--- src/core/ssw_pkg.sv ---
/*
 * Shared constants and types for the soft switch function block.
 * Assumes a 32-bit AHB-Lite register bus and one program cycle per clock.
 */
package ssw_pkg;

    // ----------------------------------------------------------------
    // Register map
    // ----------------------------------------------------------------
    localparam logic [7:0] ADDR_CTRL   = 8'h00;
    localparam logic [7:0] ADDR_SWITCH = 8'h04;
    localparam logic [7:0] ADDR_STATUS = 8'h08;

    // ----------------------------------------------------------------
    // Field positions
    // ----------------------------------------------------------------
    localparam int CTRL_MOMENTARY_BIT = 0;
    localparam int CTRL_START_ON_BIT  = 1;
    localparam int CTRL_RETAIN_BIT    = 2;
    localparam int CTRL_RUN_BIT       = 3;
    localparam int SWITCH_ON_BIT      = 0;
    localparam int STAT_Q_BIT         = 0;
    localparam int STAT_GATE_BIT      = 1;
    localparam int STAT_SWITCH_BIT    = 2;
    localparam int STAT_KEPT_BIT      = 3;
    localparam int STAT_KEPT_VALID    = 4;

    // ----------------------------------------------------------------
    // Bus encodings and reset values
    // ----------------------------------------------------------------
    localparam logic [1:0] HTRANS_NONSEQ = 2'h2;
    localparam logic       HRESP_OKAY    = 1'b0;
    localparam logic       SWITCH_RESET  = 1'b0;

    typedef struct packed {
        logic run;
        logic retain;
        logic start_on;
        logic momentary;
    } ssw_ctrl_t;

    // Switching action, start off, no retention, program stopped.
    localparam ssw_ctrl_t CTRL_RESET = '{run: 1'b0, retain: 1'b0, start_on: 1'b0, momentary: 1'b0};

    typedef enum logic [1:0] {
        SSW_BUS_IDLE  = 2'b00,
        SSW_BUS_WRITE = 2'b01,
        SSW_BUS_READ  = 2'b10
    } ssw_bus_state_t;

endpackage

--- src/core/ssw_soft_switch.sv ---
/*
 * Soft switch function block: a gate input and a software-confirmed switch
 * value drive one binary output, latched or as a one-cycle pulse.
 * Assumes each CLK edge is one program cycle, EN_IN is synchronous to CLK,
 * and a single AHB-Lite master drives the register port.
 * There is no interrupt logic and no error response: every transfer is OKAY.
 * Power loss is modelled by stopping the program; SYS_RST is a full power-on.
 */
// Decided for this implementation: the address map and register access over AHB-Lite.
`timescale 1ns/1ps
`default_nettype none

module ssw_soft_switch (
    input  wire logic        CLK,
    input  wire logic        SYS_RST,
    input  wire logic        HSEL,
    input  wire logic [31:0] HADDR,
    input  wire logic [1:0]  HTRANS,
    input  wire logic        HWRITE,
    input  wire logic [2:0]  HSIZE,
    input  wire logic [31:0] HWDATA,
    input  wire logic        HREADY,
    output logic      [31:0] HRDATA,
    output logic             HREADYOUT,
    output logic             HRESP,
    input  wire logic        EN_IN,
    output logic             Q_OUT
);

    // ----------------------------------------------------------------
    // Bus slave
    // ----------------------------------------------------------------
    ssw_pkg::ssw_bus_state_t bus_state;
    logic [7:0]              bus_addr;
    logic                    accept;
    logic                    wr_now;
    logic                    wr_ctrl;
    logic                    wr_switch;
    logic [31:0]             read_mux;

    ssw_pkg::ssw_ctrl_t      ctrl;
    logic                    switch_on;
    logic                    q;
    logic                    q_kept;
    logic                    kept_valid;
    logic                    en_prev;
    logic                    run_prev;

    // HSIZE is not decoded: only whole-word transfers are used.
    assign accept    = HSEL && HTRANS == ssw_pkg::HTRANS_NONSEQ && HREADY;
    assign wr_now    = bus_state == ssw_pkg::SSW_BUS_WRITE;
    assign wr_ctrl   = wr_now && bus_addr == ssw_pkg::ADDR_CTRL;
    assign wr_switch = wr_now && bus_addr == ssw_pkg::ADDR_SWITCH;

    // The bus state tracks the data phase of the transfer last taken.
    // A new address phase may be taken in any state once the bus is ready.
    always_ff @(posedge CLK or posedge SYS_RST) begin
        if (SYS_RST) begin
            bus_state <= ssw_pkg::SSW_BUS_IDLE;
        end else begin
            case (bus_state)
                ssw_pkg::SSW_BUS_IDLE: begin
                    if (accept) begin
                        bus_state <= HWRITE ? ssw_pkg::SSW_BUS_WRITE : ssw_pkg::SSW_BUS_READ;
                    end
                end
                ssw_pkg::SSW_BUS_WRITE: begin
                    if (accept) begin
                        bus_state <= HWRITE ? ssw_pkg::SSW_BUS_WRITE : ssw_pkg::SSW_BUS_READ;
                    end else begin
                        bus_state <= ssw_pkg::SSW_BUS_IDLE;
                    end
                end
                ssw_pkg::SSW_BUS_READ: begin
                    if (accept) begin
                        bus_state <= HWRITE ? ssw_pkg::SSW_BUS_WRITE : ssw_pkg::SSW_BUS_READ;
                    end else if (HREADYOUT) begin
                        bus_state <= ssw_pkg::SSW_BUS_IDLE;
                    end
                end
                default: begin
                    bus_state <= ssw_pkg::SSW_BUS_IDLE;
                end
            endcase
        end
    end

    // The address is kept for the whole data phase.
    always_ff @(posedge CLK or posedge SYS_RST) begin
        if (SYS_RST) begin
            bus_addr <= 8'h00;
        end else begin
            if (accept) begin
                bus_addr <= HADDR[7:0];
            end
        end
    end

    // Reads take one wait state so that the data register is loaded from
    // state that already includes a write made in the previous data phase.
    always_ff @(posedge CLK or posedge SYS_RST) begin
        if (SYS_RST) begin
            HREADYOUT <= 1'b1;
        end else begin
            if (accept && !HWRITE) begin
                HREADYOUT <= 1'b0;
            end else begin
                HREADYOUT <= 1'b1;
            end
        end
    end

    // Every transfer is answered OKAY; there is no error case.
    always_ff @(posedge CLK or posedge SYS_RST) begin
        if (SYS_RST) begin
            HRESP <= ssw_pkg::HRESP_OKAY;
        end else begin
            HRESP <= ssw_pkg::HRESP_OKAY;
        end
    end

    // ----------------------------------------------------------------
    // Register read path
    // ----------------------------------------------------------------
    // Unmapped offsets and unused bits read as zero.
    always_comb begin
        read_mux = 32'h0000_0000;
        case (bus_addr)
            ssw_pkg::ADDR_CTRL: begin
                read_mux[ssw_pkg::CTRL_MOMENTARY_BIT] = ctrl.momentary;
                read_mux[ssw_pkg::CTRL_START_ON_BIT]  = ctrl.start_on;
                read_mux[ssw_pkg::CTRL_RETAIN_BIT]    = ctrl.retain;
                read_mux[ssw_pkg::CTRL_RUN_BIT]       = ctrl.run;
            end
            ssw_pkg::ADDR_SWITCH: begin
                read_mux[ssw_pkg::SWITCH_ON_BIT] = switch_on;
            end
            ssw_pkg::ADDR_STATUS: begin
                read_mux[ssw_pkg::STAT_Q_BIT]      = q;
                read_mux[ssw_pkg::STAT_GATE_BIT]   = en_prev;
                read_mux[ssw_pkg::STAT_SWITCH_BIT] = switch_on;
                read_mux[ssw_pkg::STAT_KEPT_BIT]   = q_kept;
                read_mux[ssw_pkg::STAT_KEPT_VALID] = kept_valid;
            end
            default: begin
                read_mux = 32'h0000_0000;
            end
        endcase
    end

    // Read data is captured in the wait cycle and held until the next read.
    always_ff @(posedge CLK or posedge SYS_RST) begin
        if (SYS_RST) begin
            HRDATA <= 32'h0000_0000;
        end else begin
            if (bus_state == ssw_pkg::SSW_BUS_READ && !HREADYOUT) begin
                HRDATA <= read_mux;
            end
        end
    end

    // ----------------------------------------------------------------
    // Configuration and switch value
    // ----------------------------------------------------------------
    // Configuration changes only in a write data phase.
    always_ff @(posedge CLK or posedge SYS_RST) begin
        if (SYS_RST) begin
            ctrl <= ssw_pkg::CTRL_RESET;
        end else begin
            if (wr_ctrl) begin
                ctrl.momentary <= HWDATA[ssw_pkg::CTRL_MOMENTARY_BIT];
                ctrl.start_on  <= HWDATA[ssw_pkg::CTRL_START_ON_BIT];
                ctrl.retain    <= HWDATA[ssw_pkg::CTRL_RETAIN_BIT];
                ctrl.run       <= HWDATA[ssw_pkg::CTRL_RUN_BIT];
            end
        end
    end

    // A write to the switch register is the confirmation of a new value.
    always_ff @(posedge CLK or posedge SYS_RST) begin
        if (SYS_RST) begin
            switch_on <= ssw_pkg::SWITCH_RESET;
        end else begin
            if (wr_switch) begin
                switch_on <= HWDATA[ssw_pkg::SWITCH_ON_BIT];
            end
        end
    end

    // ----------------------------------------------------------------
    // Program cycle evaluation
    // ----------------------------------------------------------------
    logic en_rise;
    logic en_fall;
    logic off_confirm;
    logic run_start;

    // An edge is seen at the clock on which the new level is first sampled.
    assign en_rise     = EN_IN && !en_prev;
    assign en_fall     = !EN_IN && en_prev;
    assign off_confirm = wr_switch && !HWDATA[ssw_pkg::SWITCH_ON_BIT];
    assign run_start   = ctrl.run && !run_prev;

    // The previous gate sample starts low, the idle level of the gate, so
    // that no false edge follows reset.
    always_ff @(posedge CLK or posedge SYS_RST) begin
        if (SYS_RST) begin
            en_prev <= 1'b0;
        end else begin
            en_prev <= EN_IN;
        end
    end

    always_ff @(posedge CLK or posedge SYS_RST) begin
        if (SYS_RST) begin
            run_prev <= 1'b0;
        end else begin
            run_prev <= ctrl.run;
        end
    end

    // ----------------------------------------------------------------
    // Output state
    // ----------------------------------------------------------------
    // Clearing causes take priority over a gate-rise set in the same cycle; a program start outranks all but a stop.
    always_ff @(posedge CLK or posedge SYS_RST) begin
        if (SYS_RST) begin
            q <= 1'b0;
        end else begin
            if (!ctrl.run) begin
                q <= 1'b0;
            end else if (run_start) begin
                if (ctrl.retain && kept_valid) begin
                    q <= q_kept;
                end else begin
                    q <= ctrl.start_on;
                end
            end else if (en_fall) begin
                q <= 1'b0;
            end else if (off_confirm) begin
                q <= 1'b0;
            end else if (ctrl.momentary && q) begin
                q <= 1'b0;
            end else if (en_rise && switch_on) begin
                q <= 1'b1;
            end
        end
    end

    // ----------------------------------------------------------------
    // Retained copy
    // ----------------------------------------------------------------
    // Copy of the output kept while the program runs; stopping the program
    // stands for a power loss and the copy survives it.
    always_ff @(posedge CLK or posedge SYS_RST) begin
        if (SYS_RST) begin
            q_kept <= 1'b0;
        end else begin
            if (ctrl.run && !run_start) begin
                q_kept <= q;
            end
        end
    end

    // The copy becomes valid once one running cycle has been captured.
    always_ff @(posedge CLK or posedge SYS_RST) begin
        if (SYS_RST) begin
            kept_valid <= 1'b0;
        end else begin
            if (ctrl.run && !run_start) begin
                kept_valid <= 1'b1;
            end
        end
    end

    // ----------------------------------------------------------------
    // Output register
    // ----------------------------------------------------------------
    // The port copy adds one cycle so that the pin comes from a flip-flop.
    always_ff @(posedge CLK or posedge SYS_RST) begin
        if (SYS_RST) begin
            Q_OUT <= 1'b0;
        end else begin
            Q_OUT <= q;
        end
    end

endmodule

`default_nettype wire

--- config.mk ---
export PLATFORM = sky130hd
export DESIGN_NAME = ssw_soft_switch
export DESIGN_NICKNAME = d
export VERILOG_FILES = /design/src/core/ssw_pkg.sv /design/src/core/ssw_soft_switch.sv
export SDC_FILE = /design/constraint.sdc
export NUM_CORES = 1
export LEC_CHECK = 0
export BUFFER_PORTS_ARGS = -buffer_cell sky130_fd_sc_hd__buf_4
export CORE_ASPECT_RATIO = 0.9
export CORE_UTILIZATION = 39
export DETAILED_ROUTE_END_ITERATION = 10
export GPL_TIMING_DRIVEN = 0
export PLACE_DENSITY_LB_ADDON = 0.3
export RECOVER_POWER = 100
export SETUP_SLACK_MARGIN = 0.5
export SYNTH_ARGS = -nofsm -noshare
export SYNTH_HDL_FRONTEND = slang
export SYNTH_SLANG_ARGS = --single-unit
--- constraint.sdc ---
create_clock -name CLK -period 2.4 [get_ports CLK]
set_clock_uncertainty 0.05 [all_clocks]
set_input_delay 0.6 -clock CLK [delete_from_list [all_inputs] [get_ports CLK]]
set_output_delay 0.6 -clock CLK [all_outputs]
set_load 0.01 [all_outputs]
Word level (Yosys, flattened, before mapping)
Index checks and enable logic that the tools add are counted.
{ "op_classes": {"n_eq_ne": 8, "mux": 17, "reduce_logical": 24} }
{ "op_table": {"columns": ["cell", "n"], "rows": [
  ["logical AND 1 bit", 14],
  ["2-to-1 mux 2 bit", 5],
  ["2-to-1 mux 1 bit", 9],
  ["equality test 8 x 3 -> 1 bit (second input constant)", 1],
  ["equality test 8 x 4 -> 1 bit (second input constant)", 1],
  ["zero test 8 bit", 1],
  ["zero test 1 bit", 7],
  ["!= test 6 x 1 -> 1 bit (second input constant)", 1],
  ["case mux 2 bit (3 select lines)", 1],
  ["case mux 3 bit (2 select lines)", 1],
  ["equality test 2 bit (second input constant)", 2],
  ["!= test 3 bit (second input constant)", 1],
  ["case mux 1 bit (3 select lines)", 1],
  ["equality test 2 x 1 -> 1 bit (second input constant)", 1],
  ["zero test 2 bit", 1],
  ["!= test 2 bit (second input constant)", 1],
  ["AND reduction 2 bit", 1]
]} }
{ "totals": {"regBits": 27, "in_bits": 75, "elab_cells": 64} }

Longest topological paths before layout
Gate-level depths: netlist of run 1.
{ "depth": {"depth_word": 9, "mapped_depth": 6} }

Worst setup path before layout of run 1
OpenSTA, ideal clock, no wires.
{ "synth_timing": {"kind": "register to register", "start": "register bus_addr[6]", "end": "register ctrl[0] (netlist bit)", "setup_time_ns": 0.125, "arrival_ns": 1.598, "slack_ns": 0.627, "stages_incl_launch_ff": 5, "path_buffers": 0, "path_cell_list": "dfrtp_1 > or4_4 > nor4_4 > nand3b_4 > mux2_4"} }
{ "synth_via": {"elab_chain_len": 2} }
{ "synth_rtl": {"columns": ["element", "line_no", "rtl"], "rows": [
  ["start, declared", "ssw_soft_switch.sv:34", "logic [7:0] bus_addr;"],
  ["start signal, assigned", "ssw_soft_switch.sv:94", "bus_addr <= HADDR[7:0];"],
  ["zero test 8 bit", "ssw_soft_switch.sv:52", "assign wr_ctrl = wr_now && bus_addr == ssw_pkg::ADDR_CTRL;"],
  ["logical AND 1 bit", "ssw_soft_switch.sv:52", null],
  ["end signal, assigned", "ssw_soft_switch.sv:168", "ctrl <= ssw_pkg::CTRL_RESET;"],
  ["end, declared", "ssw_soft_switch.sv:41", "ssw_pkg::ssw_ctrl_t ctrl;"]
]} }
Every way passes these cells.
A chain may end at the register's enable or synchronous reset.

Worst setup path in the final report of run 1
{ "layout_timing": {"start": "register bus_addr[6]", "end": "register ctrl[3] (netlist bit)"} }
Same word-level chain as after synthesis.

==> results.md, run 1 <==
* Routability congestion estimate from global placement at 0.726
* Initial Util at 0.416
* Die Ht at between 50 and 60 µm
* Layout cells sized above 1 at 0.351
* # DRC at 0
* Yosys warnings at 0
* Die Wd at 66.0 µm
* Drt via density at between 4 and 5
* I/O Buffers at 26
* Yosys top cell area share at 0.453
* Area contributors post-synth: dfrtp_1 45%, buf_4 15%, mux2_2 6.3%
* Post-route ant nets at 0
* CTS resizes at 0
* WL final at 2.65 mm
* Final slew viol count at 0
* Vias in the first global route at 978
* Initial antenna violation count at 0
* Max IR drop VDD at 0.302 mV
* Fin Setup TNS at 0 ns
* Num ports at 110
* Slew Limit Headroom at 0.333
* R2R Path Start: bus_addr[6]
* First-pass GRT wire length at 4.37 mm
* Critical path type: reg -> reg
* Worst-Skew Late Latency at 0.28 ns
* Crit share post-route at 0.826
* Hold_buf cts at 0
* Final Total Pwr at 1.19 mW
* Core Region at 3450 µm²
* Leakage Power at 0.914 nW
* CTS root buffer: clkbuf_8
* Worst r2r dst: ctrl[3]
* Drt wl/cell at 11.6 µm
* Fillers at 330
* Critical path fanouts, max at 4
* Min-delay src: q
* Req. time, crit path at 2.52 ns
* Num CTS Buffers at 3
* Largest net degree at the start of global routing at 28
* Clk buf depth at 2
* Netlist cell types at 32
* Clock-pin slew on the worst setup and hold paths at 0.09 ns
* Commonest non-fill, non-tap cell in the layout: buf_4
* Hold path depth at 0
* Post-synthesis sequential area ratio at 0.471
* Post-Synthesis Cells at ~130
* Finished Cell Area at 1810 µm²
* Grt total ovfl at 0
* Die area at 3930 µm²
* Maxcap violations at 0
* CP endpoint kind: flop
* Post-synth EDFFs at 0
* Final Net Count at 265
* Tot GR Track Use at 0.153
* Startpoint types: flop
* Non-Filler Instances at 229
* Cell accounting for the most synthesized area: dfrtp_1
* Routed via count at 984
* Tmin final at about 2.0 ns
* Area after DPL at 1790 µm²
* Worst slew pin tran at 0.999 ns
* CTS H-Tree Depth at 1
* R2r worst-path depth at 4
* R2R Setup Slk at about 0.42 ns
* Number of inserted diodes at 0
* Mapped cell area at 1440 µm²
* Final setup viols at 0
* DP Wirelength at approximately 2 mm
* Hold endpoint: Q_OUT
* Cell Count Post-Placement at 222
* Final hold viol count at 0
* Critical path arrival at 2.10 ns
* RSZ-0062 raised after global routing: yes
* Fmax at 505 MHz
* Seq cells post-synth at 27
* Mean Syn Cell Area at 11.5 µm²
* Row count at 20
* Ys flop type: dfrtp_1
* Area Overhead vs Synth at 25.7%
* Worst hold path type: reg -> reg
* TritonCTS Sinks at 27
* Most frequent cells in the layout: 48 x buf_4, 28 x conb_1, 26 x dfrtp_1
* DRT Pass-1 Iters at 4
* Pwr Density at 661 nW/µm²
* Status: finished, final reports clean
* DR iter-0 viols at 22
* Asr flop ratio synth at 1.00
* CTS tree: built
## sequential cells by signal, indices dropped and copies added, names as in the netlist
signal,flops
HRDATA,5
HREADYOUT,1
Q_OUT,1
bus_addr,8
bus_state,2
ctrl,4
en_prev,1
kept_valid,1
q,1
q_kept,1
run_prev,1
switch_on,1
## worst max-delay path, cell delays in order, from the launching register on
cell	delay [ns]
dfrtp_1	0.39
or4_1	0.59
nor4_4	0.23
nand3b_1	0.24
mux2_1	0.37
## what timing repair did
action | CTS | global route
setup endpoints to repair | 1 | 5
setup buffers | 0 | 3
pin swaps | 0 | 1
## cell usage after synthesis (2+ instances only)
library cell,number
inv_1,5
ha_1,4
o21ai_0,8
and3_1,2
nand2_1,10
mux2i_1,4
mux2_2,8
buf_4,29
mux2_4,4
nor2b_1,2
nand2b_1,3
dfrtp_1,26
## power by group
group / leakage (nW) / switching, mW / internal [mW]
Clock: 0.0217 / 0.145 / 0.118
Sequential: 0.332 / 0.0769 / 0.543
Combinational: 0.560 / 0.147 / 0.163
## per-layer routing
layer,wire (µm),GRT usage
met2,1260,0.264
met3,209,0.0308
met4,53,0.0729
met1,1120,0.182
met5,0,0
## cells by family (layout without fill, tap and decap cells)
group | Yosys count | after routing | synth area share
AND/OR/NAND/NOR | 26 | 26 | 0.120
other | 1 | 28 | 0.00261
multiplexers | 17 | 17 | 0.140
AO/OA/AOI/OAI | 15 | 15 | 0.0636
flip-flops | 27 | 27 | 0.471
adder cells (fa/ha/maj) | 4 | 4 | 0.0348
buffers and inverters | 35 | 68 | 0.167
## cell type report
cell class	instances	area, µm²	area share
buffer	30	221	0.123
clock buffer	3	41.3	0.0229
clock inverter	1	7.51	0.00416
inverter	5	18.8	0.0104
multi-input combinational	90	593	0.328
sequential	27	677	0.375
tap	44	55.1	0.0305
timing repair buffer	29	191	0.106
## worst max-delay path by stage
stage                     cells after the start  slack, ns        start        end
after detailed placement                      4       0.51  bus_addr[6]  switch_on
after CTS                                     4       0.49  bus_addr[6]  switch_on
after floorplan                               4       0.63  bus_addr[6]    ctrl[0]
final                                         4       0.42  bus_addr[6]    ctrl[3]
after global placement                        4       0.55  bus_addr[6]    ctrl[3]
after global routing                          4       0.29  bus_addr[6]    ctrl[3]
## per-stage QoR
stage	util	hold WS [ns]	setup WS [ns]
final	0.523	0.398	0.418
after global routing	0.523	0.410	0.289
after detailed placement	0.518	0.368	0.508
after CTS	0.532	0.386	0.490
after global placement	0.518	0.368	0.553
after floorplan	-	0.337	0.627
Power figures use the tool's default switching activity.
==> inputs of run 2 (changes only) <==
==> constraint.sdc (replaced) <==
create_clock -name CLK -period 1.9 [get_ports CLK]
set_clock_uncertainty 0.05 [all_clocks]
set_input_delay 0.475 -clock CLK [delete_from_list [all_inputs] [get_ports CLK]]
set_output_delay 0.475 -clock CLK [all_outputs]
set_load 0.01 [all_outputs]
==> results.md, run 2 (synthesized netlist as in run 1, its figures left out) <==
* Critical path arrival at 1.92 ns (-0.18 ns)
* Non-Filler Instances at 229 (unchanged)
* Final Net Count at 265 (unchanged)
* Max IR drop VDD at 0.480 mV (+59%)
* Die Ht at 59.6 µm (unchanged)
* Startpoint types: flop
* Hold Worst Slack at 0.295 ns (-0.103 ns)
* Final worst setup slack at 0.0872 ns (-0.331 ns)
* Pre-CTS setup slack at 0.0312 ns (-0.476 ns)
* R2R Setup Slk at 0.09 ns (-0.33 ns)
* Largest regs: bus_addr: 8 flops, HRDATA: 5 flops, ctrl: 4 flops
* Worst r2r dst: ctrl[3]
* Largest net degree at the start of global routing at 28 (unchanged)
* R2r worst-path depth at 4 (unchanged)
* RSZ-0062 raised after global routing: yes
* Post-route ant nets at 0 (unchanged)
* I/O Buffers at 26 (unchanged)
* Leakage Power at 0.962 nW (+5.2%)
* Routability congestion estimate from global placement at 0.810 (+12%)
* Drt via density at 4.28 (-0.41%)
* Final setup viols at 0 (unchanged)
* Number of inserted diodes at 0 (unchanged)
* CTS H-Tree Depth at 1 (unchanged)
* WL final at 2.37 mm (-11%)
* Pwr Density at 822 nW/µm² (+24%)
* Crit share post-route at 0.954 (+0.128)
* Status: finished, final reports clean
* Final hold viol count at 0 (unchanged)
* Row count at 20 (unchanged)
* Number of cells on the critical path at 4 (unchanged)
* Cell Count Post-Placement at 222 (unchanged)
* Grt total ovfl at 0 (unchanged)
* Core Region at 3450 µm² (unchanged)
* CP max stage cell: or4_4
* Worst path bufs/invs at 0 (unchanged)
* Vias in the first global route at 938 (-4.1%)
* Finished Cell Area at 1840 µm² (+1.7%)
* CTS tree: built
* Critical path fanouts, max at 4 (unchanged)
* CTS root buffer: clkbuf_8
* Largest register by flop count: bus_addr
* Drt wl/cell at 10.3 µm (-11%)
* R2R Path Start: bus_addr[6]
* Worst hold path type: in -> reg
* Tmin final at 1.81 ns (-0.169 ns)
* Most frequent cells in the layout: 47 x buf_4, 28 x conb_1, 26 x dfrtp_1
* Fin Setup TNS at 0 ns (unchanged)
* Crit. Startpoint: bus_addr[6]
* Req. time, crit path at 2.00 ns (-0.52 ns)
* Hold_buf cts at 0 (unchanged)
* Slew Limit Headroom at 0.363 (+0.0299)
* Die Wd at 66.0 µm (unchanged)
* Critical path type: reg -> reg
* Worst-Skew Late Latency at 0.27 ns (about the same)
* Area after DPL at 1790 µm² (about the same)
* Initial Util at 0.416 (unchanged)
* Top delay family on crit path: simple AND/OR/NAND/NOR gates
* Final slew viol count at 0 (unchanged)
* Worst Setup EP: ctrl[3]
* First-pass GRT wire length at 4.06 mm (-6.9%)
* Clock-pin slew on the worst setup and hold paths at 0.09 ns (about the same)
* Die area at 3930 µm² (unchanged)
* DP Wirelength at 1.90 mm (-7.7%)
* DR iter-0 viols at 19 (-14%)
* # DRC at 0 (unchanged)
* TritonCTS Sinks at 27 (unchanged)
* Worst path cell trace: or4_4, nor4_4, nand3b_4, mux2_4
* Final Total Pwr at 1.51 mW (+27%)
* CP endpoint kind: flop
* Commonest non-fill, non-tap cell in the layout: buf_4
* Num ports at 110 (unchanged)
* Num CTS Buffers at 3 (unchanged)
* Fmax at 552 MHz (+9.3%)
* Routed via count at 980 (-0.41%)
* Final core occ at 0.532 (+0.00870)
* Worst slew pin tran at 0.954 ns (-0.0448 ns)
* Initial antenna violation count at 0 (unchanged)
* Clk buf depth at 2 (unchanged)
* DRT Pass-1 Iters at 4 (unchanged)
* Layout cells sized above 1 at 0.378 (+0.0270)
* Tot GR Track Use at 0.139 (-0.0142)
* Largest register FFs at 8 (unchanged)
* Max incr delay on CP at 0.56 ns (-0.03 ns)
* Area Overhead vs Synth at 27.8%
* Maxcap violations at 0 (unchanged)
==> run 2: power breakdown <==
| part | switching, mW | leakage (nW) | total, mW | internal, mW |
|---|---|---|---|---|
| logic | 0.187 | 0.607 | 0.417 | 0.229 |
| clock network | 0.161 | 0.0228 | 0.311 | 0.150 |
| registers | 0.0948 | 0.332 | 0.781 | 0.686 |
==> run 2: worst min-delay path by stage <==
stage                from      end  slack, ns  depth (start not counted)
finish              EN_IN  en_prev       0.30                          1
global route        EN_IN  en_prev       0.29                          1
global placement        q    Q_OUT       0.36                          0
floorplan               q    Q_OUT       0.34                          0
detailed placement      q    Q_OUT       0.36                          0
CTS                 EN_IN  en_prev       0.27                          1
==> run 2: area by class of cell <==
cell class	count	area (µm²)
Fill cell	345	1620
Sequential cell	27	677
Multi-Input combinational cell	90	627
Buffer	30	221
Timing Repair Buffer	29	191
Tap cell	44	55.1
Clock buffer	4	45.0
Inverter	5	18.8
==> run 2: timing repair <==
item	in CTS	in global routing
gates resized for setup	2	2
pin swaps	1	0
setup buffers	2	1
gates cloned	0	0
endpoints found under the setup margin	12	14
==> run 2: metal layers <==
metal  up-vias  GRT usage  wire length, µm
li1        487          -                -
met1       443      0.148              938
met2        46      0.257             1150
met3         4     0.0519              249
met5         -          0                0
met4         0     0.0365               25
==> inputs of run 3 (changes only) <==
--- a/config.mk
+++ b/config.mk
@@ -6,8 +6,10 @@
 export NUM_CORES = 1
 export LEC_CHECK = 0
 export BUFFER_PORTS_ARGS = -buffer_cell sky130_fd_sc_hd__buf_4
+export CELL_PAD_IN_SITES_DETAIL_PLACEMENT = 1
+export CELL_PAD_IN_SITES_GLOBAL_PLACEMENT = 1
 export CORE_ASPECT_RATIO = 0.9
-export CORE_UTILIZATION = 39
+export CORE_UTILIZATION = 28
 export DETAILED_ROUTE_END_ITERATION = 10
 export GPL_TIMING_DRIVEN = 0
 export PLACE_DENSITY_LB_ADDON = 0.3
==> results.md, run 3 (synthesized netlist as in run 1, its figures left out) <==
* DR iter-0 viols at 61 (+42)
* Final slew viol count at 0 (unchanged)
* Drt wl/cell at 12.1 µm (+17%)
* Routed via count at 1030 (+5.1%)
* Area Overhead vs Synth at 33.7%
* Largest net degree at the start of global routing at 28 (unchanged)
* Vias in the first global route at 1125 (+20%)
* Commonest non-fill, non-tap cell in the layout: buf_4
* CP endpoint kind: flop
* Initial Util at 0.293 (-0.122)
* Die Wd at 77.5 µm (+17%)
* Crit share post-route at 0.974 (+0.0201)
* Row count at 24 (+20%)
* Core Region at 4890 µm² (+42%)
* Final setup viols at 0 (unchanged)
* Worst hold path type: in -> reg
* Die Ht at 69.9 µm (+17%)
* Drt via density at 4.07 (-4.9%)
* CTS H-Tree Depth at 1 (unchanged)
* Critical path arrival at 1.97 ns (+0.05 ns)
* Max IR drop VDD at 0.268 mV (-44%)
* Most frequent cells in the layout: 49 x buf_4, 28 x conb_1, 26 x dfrtp_1
* Largest regs: bus_addr: 8 flops, HRDATA: 5 flops, ctrl: 4 flops
* Tot GR Track Use at 0.120 (-0.0189)
* Final core occ at 0.392 (-0.139)
* Min-delay src: EN_IN
* Worst slew pin tran at 1.00 ns (+0.0506 ns)
* Pwr Density at 815 nW/µm² (-0.83%)
* Routability congestion estimate from global placement at 0.758 (-6.5%)
* Hold Worst Slack at 0.301 ns (+0.00559 ns)
* Crit. Startpoint: bus_addr[6]
* Tmin final at 1.85 ns (+0.0382 ns)
* Fmax at 540 MHz (-2.1%)
* Slew Limit Headroom at 0.330 (-0.0337)
* Post-route ant nets at 0 (unchanged)
* WL final at 3.07 mm (+30%)
* Largest register by flop count: bus_addr
* R2R Path Start: bus_addr[6]
* Clk buf depth at 2 (unchanged)
* CTS tree: built
* I/O Buffers at 26 (unchanged)
* # DRC at 0 (unchanged)
* CTS root buffer: clkbuf_8
* Maxcap violations at 0 (unchanged)
* Critical path type: reg -> reg
* First-pass GRT wire length at 5.14 mm (+26%)
* Num ports at 110 (unchanged)
* Clock-pin slew on the worst setup and hold paths at 0.09 ns (about the same)
* DRT Pass-1 Iters at 4 (unchanged)
* Grt total ovfl at 0 (unchanged)
* Area after DPL at 1820 µm² (+1.5%)
* Leakage Power at 0.987 nW (+2.7%)
* Req. time, crit path at 2.02 ns (+0.02 ns)
* Largest register FFs at 8 (unchanged)
* Num CTS Buffers at 3 (unchanged)
* Initial antenna violation count at 0 (unchanged)
* Critical path fanouts, max at 4 (unchanged)
* Status: finished, final reports clean
* RSZ-0062 raised after global routing: yes
* Finished Cell Area at 1920 µm² (+4.6%)
* Final hold viol count at 0 (unchanged)
* Final Total Pwr at 1.57 mW (+3.8%)
* Number of inserted diodes at 0 (unchanged)
* Startpoint types: flop
* Hold_buf cts at 0 (unchanged)
* Final Net Count at 268 (+1.1%)
* DP Wirelength at 2.36 mm (+24%)
* Worst-Skew Late Latency at 0.27 ns (about the same)
* TritonCTS Sinks at 27 (unchanged)
* Die area at 5420 µm² (+38%)
* Layout cells sized above 1 at 0.415 (+0.0365)
==> run 3: cell types whose count changed in the layout (fill, tap and decap cells not counted), sizes merged <==
cell | before | now
buf | 48 | 52
clkbuf | 15 | 14
==> run 3: what timing repair did <==
item	in CTS	in global routing
buffers inserted	4	2
pin swaps	1	2
setup endpoints to repair	12	14
resized for setup	5	10
==> run 3: stage by stage <==
step | setup TNS, ns | std cells | worst slack, ns
2_1_floorplan | 0 | 152 | 0.129
3_3_place_gp | 0 | 243 | 0.0265
3_5_place_dp | -0.0118 | 243 | -0.00717
4_1_cts | 0 | 251 | 0.0266
5_1_grt | -0.115 | 253 | -0.0297
6_report | 0 | 253 | 0.0490
==> run 3: worst max-delay path, cell delays in order, from the launching register on <==
cell      delay (ns)
dfrtp_1         0.39
or4_4           0.56
nor4_4          0.26
nand3b_4        0.16
mux2_4          0.32
==> run 3: layout make-up <==
type / count / area (µm²)
Timing Repair Buffer: 32 / 225
Fill cell: 570 / 2970
Clock buffer: 4 / 45.0
Multi-Input combinational cell: 90 / 652
Inverter: 5 / 18.8
Sequential cell: 27 / 677
Tap cell: 65 / 81.3
Buffer: 30 / 221
==> run 3: path summary, 6_finish.rpt <==
check | end | slack (ns) | depth (start not counted)
max reg2reg | ctrl[2] | 0.05 | 4
max in group asynchronous | bus_addr[3] | 0.81 | 2
min | en_prev | 0.30 | 1
min reg2reg | Q_OUT | 0.41 | 0
max | ctrl[2] | 0.05 | 4
min in group asynchronous | ctrl[0] | 0.39 | 2
==> run 3: where the power goes <==
part / leakage (nW) / internal (mW) / switching (mW)
Clock: 0.0228 / 0.150 / 0.175
Combinational: 0.631 / 0.242 / 0.199
Sequential: 0.333 / 0.686 / 0.113
Total: 0.987 / 1.08 / 0.487
==> run 3: per-layer routing <==
metal,share of wire,global-route usage,vias to the layer above
li1,-,-,493
met1,0.37,0.130,497
met2,0.57,0.229,36
met3,0.060,0.0327,4
met4,0.0081,0.0252,0
met5,0,0,-
